<file path="src/design/fcsm_pkg.sv">
// Package of command codes, states and timing constants for the flash command state machine
package fcsm_pkg;

    // ==========================================================
    // Command codes
    localparam logic [7:0] CMD_READ_ARRAY = 8'h00_FF;
    localparam logic [7:0] CMD_PROG_SETUP_A = 8'h00_10;
    localparam logic [7:0] CMD_PROG_SETUP_B = 8'h00_40;
    localparam logic [7:0] CMD_BUF_SETUP = 8'h00_E8;
    localparam logic [7:0] CMD_BFP_SETUP = 8'h00_30;
    localparam logic [7:0] CMD_ERASE_SETUP = 8'h00_20;
    localparam logic [7:0] CMD_CONFIRM = 8'h00_D0;
    localparam logic [7:0] CMD_SUSPEND = 8'h00_B0;
    localparam logic [7:0] CMD_READ_STATUS = 8'h00_70;
    localparam logic [7:0] CMD_READ_ID = 8'h00_90;
    localparam logic [7:0] CMD_READ_QUERY = 8'h00_98;
    localparam logic [7:0] CMD_LOCK_SETUP = 8'h00_60;
    localparam logic [7:0] CMD_OTP_SETUP = 8'h00_C0;
    localparam logic [7:0] CMD_LOCK_2ND_A = 8'h00_01;
    localparam logic [7:0] CMD_LOCK_2ND_B = 8'h00_2F;
    localparam logic [7:0] CMD_LOCK_2ND_C = 8'h00_03;

    // ==========================================================
    // Status bit positions and timing
    localparam int READY_BIT = 7;
    localparam int BUF_PROG_BIT = 0;
    localparam logic [7:0] STATUS_RESET = 8'h00_80;
    localparam int PROG_TIME_NS = 200;
    localparam int CLK_PERIOD_NS = 10;
    localparam int PROG_CYCLES = (PROG_TIME_NS + CLK_PERIOD_NS - 1) / CLK_PERIOD_NS;
    localparam logic [7:0] PROG_CYCLES_W = 8'(PROG_CYCLES);

    // ==========================================================
    // Read data source
    typedef enum logic [1:0] {
        SRC_ARRAY = 2'b00,
        SRC_STATUS = 2'b01,
        SRC_CONFIG = 2'b11,
        SRC_QUERY = 2'b10
    } fcsm_src_t;

    // ==========================================================
    // States, Gray coded in the order listed, so setup -> busy -> done changes one bit per step
    typedef enum logic [3:0] {
        ST_READ_ARRAY = 4'b0000,
        ST_READ_STATUS = 4'b0001,
        ST_READ_CONFIG = 4'b0011,
        ST_READ_QUERY = 4'b0010,
        ST_LOCK_SETUP = 4'b0110,
        ST_BOTCH = 4'b0111,
        ST_OTP_SETUP = 4'b0101,
        ST_OTP_BUSY = 4'b0100,
        ST_OTP_DONE = 4'b1100,
        ST_PROG_SETUP = 4'b1101,
        ST_PROG_BUSY = 4'b1111,
        ST_PROG_DONE = 4'b1110,
        ST_PROG_SUSP = 4'b1010,
        ST_BUF_SETUP = 4'b1011,
        ST_BFP_SETUP = 4'b1001,
        ST_ERASE_SETUP = 4'b1000
    } fcsm_state_t;

endpackage : fcsm_pkg

</file>
<file path="src/design/fcsm_busy_timer.sv">
// Down counter that times an internal program operation
`timescale 1ns/1ps
`default_nettype none
module fcsm_busy_timer
(
    // Clock and reset
    input wire logic sys_clk,
    input wire logic resetn,
    // Control
    input wire logic start,
    input wire logic hold,
    output var logic done
);
    logic [7:0] count_r;
    logic [7:0] count_nxt;

    // Hold freezes the count while the operation is suspended
    assign count_nxt = start ? fcsm_pkg::PROG_CYCLES_W :
                       (hold || count_r == 8'h00_00) ? count_r : count_r - 8'h00_01;

    always_ff @(posedge sys_clk or negedge resetn)
    begin
        if (!resetn)
            count_r <= 8'h00_00;
        else
            count_r <= count_nxt;
    end

    assign done = (count_r == 8'h00_01) && !hold && !start;
endmodule : fcsm_busy_timer
`default_nettype wire

</file>
<file path="src/design/fcsm_top.sv">
// Command state machine: next-state decode and read-source selection
//
// Overview of operation
// RL1 - OTP busy ignores commands, reads status
// RL2 - OTP busy reports ready low
// RL3 - OTP done decodes like idle read
// RL4 - Bad lock second cycle goes to error
// RL5 - Error state reads ready status; E8 stays
// RL6 - Program busy honours only suspend
// RL7 - Reset clears status to idle read
`timescale 1ns/1ps
`default_nettype none
module fcsm_top
(
    // Clock and reset
    input wire logic SYS_CLK,
    input wire logic RESETN,
    // Command write strobe and byte, same clock domain
    input wire logic CMD_WE,
    input wire logic [7:0] CMD_DATA,
    // Read source and status
    output logic [1:0] READ_SRC,
    output logic READY,
    output logic BUF_PROG_STATUS,
    output logic [3:0] STATE
);
    fcsm_pkg::fcsm_state_t state_r;
    fcsm_pkg::fcsm_state_t state_nxt;
    fcsm_pkg::fcsm_state_t idle_nxt;
    logic [1:0] src_nxt;
    logic ready_nxt;
    logic timer_done;
    logic timer_start;
    logic timer_hold;
    logic lock_ok;

    // ==========================================================
    // Command decode shared by every idle-like state
    function automatic fcsm_pkg::fcsm_state_t idle_decode(input logic [7:0] cmd,
                                                          input fcsm_pkg::fcsm_state_t cur);
        case (cmd)
            fcsm_pkg::CMD_READ_ARRAY: idle_decode = fcsm_pkg::ST_READ_ARRAY;
            fcsm_pkg::CMD_PROG_SETUP_A: idle_decode = fcsm_pkg::ST_PROG_SETUP;
            fcsm_pkg::CMD_PROG_SETUP_B: idle_decode = fcsm_pkg::ST_PROG_SETUP;
            fcsm_pkg::CMD_BUF_SETUP: idle_decode = fcsm_pkg::ST_BUF_SETUP;
            fcsm_pkg::CMD_BFP_SETUP: idle_decode = fcsm_pkg::ST_BFP_SETUP;
            fcsm_pkg::CMD_ERASE_SETUP: idle_decode = fcsm_pkg::ST_ERASE_SETUP;
            fcsm_pkg::CMD_CONFIRM: idle_decode = fcsm_pkg::ST_READ_ARRAY;
            fcsm_pkg::CMD_SUSPEND: idle_decode = fcsm_pkg::ST_READ_STATUS;
            fcsm_pkg::CMD_READ_STATUS: idle_decode = fcsm_pkg::ST_READ_STATUS;
            fcsm_pkg::CMD_READ_ID: idle_decode = fcsm_pkg::ST_READ_CONFIG;
            fcsm_pkg::CMD_READ_QUERY: idle_decode = fcsm_pkg::ST_READ_QUERY;
            fcsm_pkg::CMD_LOCK_SETUP: idle_decode = fcsm_pkg::ST_LOCK_SETUP;
            fcsm_pkg::CMD_OTP_SETUP: idle_decode = fcsm_pkg::ST_OTP_SETUP;
            default: idle_decode = cur;
        endcase
    endfunction : idle_decode

    // Read source chosen from the state the machine will sit in
    function automatic logic [1:0] src_of(input fcsm_pkg::fcsm_state_t st);
        case (st)
            fcsm_pkg::ST_READ_ARRAY: src_of = fcsm_pkg::SRC_ARRAY;
            fcsm_pkg::ST_READ_CONFIG: src_of = fcsm_pkg::SRC_CONFIG;
            fcsm_pkg::ST_READ_QUERY: src_of = fcsm_pkg::SRC_QUERY;
            default: src_of = fcsm_pkg::SRC_STATUS;
        endcase
    endfunction : src_of

    assign idle_nxt = idle_decode(CMD_DATA, state_r);
    assign lock_ok = (CMD_DATA == fcsm_pkg::CMD_CONFIRM) ||
                     (CMD_DATA == fcsm_pkg::CMD_LOCK_2ND_A) ||
                     (CMD_DATA == fcsm_pkg::CMD_LOCK_2ND_B) ||
                     (CMD_DATA == fcsm_pkg::CMD_LOCK_2ND_C);

    // ==========================================================
    // Next state
    always_comb
    begin
        state_nxt = state_r;
        case (state_r)
            fcsm_pkg::ST_OTP_BUSY:
            begin
                if (timer_done) // RL1
                    state_nxt = fcsm_pkg::ST_OTP_DONE;
            end
            fcsm_pkg::ST_PROG_BUSY:
            begin
                if (CMD_WE && CMD_DATA == fcsm_pkg::CMD_SUSPEND) // RL6
                    state_nxt = fcsm_pkg::ST_PROG_SUSP;
                else if (timer_done)
                    state_nxt = fcsm_pkg::ST_PROG_DONE;
            end
            fcsm_pkg::ST_PROG_SUSP:
            begin
                if (CMD_WE && CMD_DATA == fcsm_pkg::CMD_CONFIRM)
                    state_nxt = fcsm_pkg::ST_PROG_BUSY;
            end
            fcsm_pkg::ST_OTP_SETUP:
            begin
                if (CMD_WE)
                    state_nxt = fcsm_pkg::ST_OTP_BUSY;
            end
            fcsm_pkg::ST_PROG_SETUP:
            begin
                if (CMD_WE)
                    state_nxt = fcsm_pkg::ST_PROG_BUSY;
            end
            fcsm_pkg::ST_LOCK_SETUP:
            begin
                if (CMD_WE) // RL4
                    state_nxt = lock_ok ? fcsm_pkg::ST_READ_STATUS : fcsm_pkg::ST_BOTCH;
            end
            fcsm_pkg::ST_BUF_SETUP, fcsm_pkg::ST_BFP_SETUP, fcsm_pkg::ST_ERASE_SETUP:
            begin
                // Their datapaths live elsewhere; a second cycle returns to status read
                if (CMD_WE)
                    state_nxt = fcsm_pkg::ST_READ_STATUS;
            end
            fcsm_pkg::ST_BOTCH:
            begin
                if (CMD_WE) // RL5
                    state_nxt = (CMD_DATA == fcsm_pkg::CMD_BUF_SETUP) ?
                                fcsm_pkg::ST_BOTCH : idle_nxt;
            end
            default:
            begin
                // Idle reads and both done states decode alike
                if (CMD_WE) // RL3
                    state_nxt = idle_nxt;
            end
        endcase
    end

    assign timer_start = (state_r == fcsm_pkg::ST_OTP_SETUP || state_r == fcsm_pkg::ST_PROG_SETUP)
                         && CMD_WE;
    // Freeze on the suspend edge too, so a suspend that lands on the last
    // busy cycle cannot drain the count to zero and hang the resumed program
    assign timer_hold = (state_r == fcsm_pkg::ST_PROG_SUSP) ||
                        (state_r == fcsm_pkg::ST_PROG_BUSY && CMD_WE &&
                         CMD_DATA == fcsm_pkg::CMD_SUSPEND);
    // Ready low only while an operation runs
    assign ready_nxt = !(state_nxt == fcsm_pkg::ST_OTP_BUSY || // RL2
                         state_nxt == fcsm_pkg::ST_PROG_BUSY);
    assign src_nxt = src_of(state_nxt); // RL1 RL5

    fcsm_busy_timer u_timer
    (
        .sys_clk(SYS_CLK),
        .resetn(RESETN),
        .start(timer_start),
        .hold(timer_hold),
        .done(timer_done)
    );

    // ==========================================================
    // State and output registers
    always_ff @(posedge SYS_CLK or negedge RESETN)
    begin
        if (!RESETN) // RL7
        begin
            state_r <= fcsm_pkg::ST_READ_ARRAY;
            READ_SRC <= fcsm_pkg::SRC_ARRAY;
            READY <= fcsm_pkg::STATUS_RESET[fcsm_pkg::READY_BIT];
            BUF_PROG_STATUS <= fcsm_pkg::STATUS_RESET[fcsm_pkg::BUF_PROG_BIT];
            STATE <= 4'h0_0;
        end
        else
        begin
            state_r <= state_nxt;
            READ_SRC <= src_nxt;
            READY <= ready_nxt;
            // Don't-care while busy; driven low for a stable pin
            BUF_PROG_STATUS <= 1'b0;
            STATE <= state_nxt;
        end
    end
endmodule : fcsm_top
`default_nettype wire

</file>
<file path="config.mk">
export PLATFORM = sky130hd
export DESIGN_NAME = fcsm_top
export DESIGN_NICKNAME = d
export VERILOG_FILES = /design/src/design/fcsm_pkg.sv /design/src/design/fcsm_busy_timer.sv /design/src/design/fcsm_top.sv
export SDC_FILE = /design/constraint.sdc
export NUM_CORES = 1
export LEC_CHECK = 0
export ABC_CLOCK_PERIOD_IN_PS = 3800
export BUFFER_PORTS_ARGS = -buffer_cell sky130_fd_sc_hd__buf_2
export CORE_AREA = 2 2 64 78
export CTS_CLUSTER_DIAMETER = 50
export DETAILED_ROUTE_END_ITERATION = 8
export DIE_AREA = 0 0 66 80
export GPL_TIMING_DRIVEN = 0
export SYNTH_ARGS = -nofsm -noshare
export SYNTH_HDL_FRONTEND = slang
export SYNTH_HIERARCHICAL = 1
export SYNTH_SLANG_ARGS = --single-unit
</file>
<file path="constraint.sdc">
create_clock -name SYS_CLK -period 3.8 [get_ports SYS_CLK]
set_input_delay 0.57 -clock SYS_CLK [delete_from_list [all_inputs] [get_ports SYS_CLK]]
set_output_delay 0.57 -clock SYS_CLK [all_outputs]
set_load 0.005 [all_outputs]
</file>
==> flow_summary.json <==
{
  "outcome": "completed",
  "placedInstanceArea_mm2": 0.00169,
  "cap_viol_max_count": 0,
  "synth_area_per_cell_um2": 8.33,
  "powerDensity_mw_per_mm2": 194,
  "synthMuxAreaShare_pct": 3.49,
  "synthDistinctLibCells": 58,
  "grt_pass1_wl_mm": 6.01,
  "htree_levels": 1,
  "synth-simple-area-share_pct": 33.8,
  "first_pass_iters": 4,
  "tightest_slew_ps": 720,
  "post_drt_via_cell_ratio": 5.54,
  "num-fill-cells": 510,
  "synth_top_family_by_area": "simple AND/OR/NAND/NOR gates",
  "cp-end-kind": "flip-flop",
  "synthToLayoutAreaGrowth_pct": 12.8,
  "yosysWarnings": 6,
  "slew_headroom_pct": 51.6,
  "ys.flop_type": "dfrtp_1",
  "postCtsSetupBuffers": 0,
  "path_class": "in2reg",
  "cts_buffers": 3,
  "cp_slowest_cell": "or4b_2",
  "min_path_type": "in2async",
  "drt-total-wl_mm": 3.59,
  "fmax_ghz": 0.292,
  "finalHoldViolCount": 0,
  "wire_per_inst_um": 13.7,
  "yosys-top-cells-area": "dfrtp_1 23%, a21oi_1 4.5%, clkbuf_8 4.5%, nor2_1 3.7%, nor2b_1 3.2%",
  "postRouteAntennaNets": 0,
  "setup_violations": 0,
  "max-vdd-ir-drop_v": 0.000118,
  "max_stage_delay_ps": 610,
  "grt_max_degree": 16,
  "final_nets": 220,
  "fin_area_mm2": 0.00174,
  "yosys.area_share.adder_pct": 2.44,
  "stdcell_count": 263,
  "report.final.slew_viol_count": 0,
  "coreArea_mm2": 0.00453,
  "cp-start-kind": "primary input",
  "grt_antenna_before_repair": 0,
  "arrival_ps": 3540,
  "io_pins": 19,
  "drive_above_1_share_pct": 24.9,
  "crit_buf_inv": 2,
  "synth-seq-area-share_pct": 24.4,
  "tns_ps": 0,
  "rows": 27,
  "fin_skew_ps": 8.88,
  "synth_xor_area_share_pct": 1.14,
  "grt_pass1_vias": 1340,
  "ctsHoldBuffers": 0,
  "clk_latency_ps": 250,
  "synth_top_area_share_pct": 22.7,
  "cp_top_family": "simple AND/OR/NAND/NOR gates",
  "port_buffers": 16,
  "cts_buffer_depth": 2,
  "num_antenna_cells": 0,
  "dp_hpwl_mm": 2.78,
  "vias": 1458,
  "grt_usage_pct": 14.2,
  "cp_max_fo": 10,
  "yosysTopAreaCell": "dfrtp_1",
  "yosys_register_bits": 15,
  "synthArstFlopShare_pct": 100,
  "cts_sinks": 15,
  "die_w_um": 66,
  "drc": 0,
  "globalplace.congestion": 0.815,
  "post_cts_resized": 0,
  "postSynthCellCount": 185,
  "crit_top_cell": "buf_2",
  "rsz0062_at_grt": "no",
  "p_leak_nw": 0.709,
  "clkTransAtPathRegs_ps": 60,
  "power_uw": 338,
  "worstPathCellList": "buf_2 > buf_2 > and3_2 > a41oi_1 > nor2_1 > or4b_2 > nor3_1 > a311oi_1 > o21a_1 > a31oi_1 > o221ai_1 > or2_2 > or3_1",
  "synth_compound_area_share_pct": 25.1,
  "dieArea_mm2": 0.00528,
  "die_y_um": 80,
  "cts_tree": "built",
  "fin_crit_sh_pct": 90.2,
  "finalCriticalPeriod_ps": 3430,
  "synth_fp_nets": 199,
  "dpl.cell_count": 259,
  "cts_root_buf": "clkbuf_8",
  "grt-ovfl-total": 0,
  "start_util_pct": 34.1,
  "synth_edf_count": 0,
  "first_iter_violations": 103,
  "hold_ws_ps": 210,
  "syn-cell-area_mm2": 0.00154,
  "worstPathRequired_ps": 3920
}
==> stage by stage <==
stage          setup WS (ps)  utilization, %
3_3_place_gp             102            37.4
2_1_floorplan            596               -
6_report                 374            38.4
5_1_grt                  106            38.4
4_1_cts                  340            38.4
3_5_place_dp            81.8            37.4
==> flip-flops by register name, summed over array words and instances (netlist names) <==
signal and cells:
state_r 4, READY 1, READ_SRC 2, u_timer/count_r 8
==> layout make-up <==
cell class	instances	area, µm²	area share, %
flip-flops and latches	15	377	21.7
plain buffers	12	114	6.55
multi-input cells	150	1020	58.7
repair buffers	16	80.1	4.60
clock buffers	4	45.0	2.59
well taps	58	72.6	4.17
inverters	8	30.0	1.73
==> final timing paths <==
check,startpoint,endpoint,slack (ps),cells past startpoint
worst max register to register,state_r[0],READ_SRC[0],420,12
min in group SYS_CLK,u_timer/count_r[5],u_timer/count_r[5],590,2
worst min-delay path,RESETN,u_timer/count_r[6],210,1
worst min register to register,u_timer/count_r[5],u_timer/count_r[5],590,2
worst max-delay path,CMD_DATA[4],READ_SRC[0],370,13
max in group asynchronous,RESETN,READY,3280,1
==> cells in the final DEF (no fill, tap or decap), drive strengths merged, types with 5 or more instances in the layout <==
cell type  netlist  routed
a31oi            5       5
nor3             7       7
or3              5       5
buf              5      21
a21oi           14      14
nand2b           5       5
nor2            15      15
nand2            5       5
o21ai           11      11
inv              8       8
dfrtp           14      14
nor2b            8       8
clkbuf           7      11
==> metal layers <==
layer	wire length (µm)	GRT usage [%]
met5	0	0
met4	16	2.04
met1	1600	17.8
met3	106	2.54
met2	1870	25.7
==> synthesized netlist by cell type (5+ instances only) <==
cell / count
dfrtp_1: 14
nor2b_1: 8
a21oi_1: 14
nand2_1: 5
inv_1: 8
a31oi_1: 5
nand2b_1: 5
nor3_1: 7
o21ai_0: 10
clkbuf_8: 5
nor2_1: 15
or3_1: 5
==> cell families after synthesis <==
logic type,after synthesis
buf+inv,20
fa+ha+maj,3
compound gates,59
mux,5
xor+xnor,2
simple gates,80
other cells,1
flops,15
==> report_power, final <==
part / internal [mW] / switching, mW
logic: 0.0201 / 0.0293
clock network: 0.0742 / 0.0547
registers: 0.160 / 0
No activity file was read; power rests on OpenSTA's default activity.
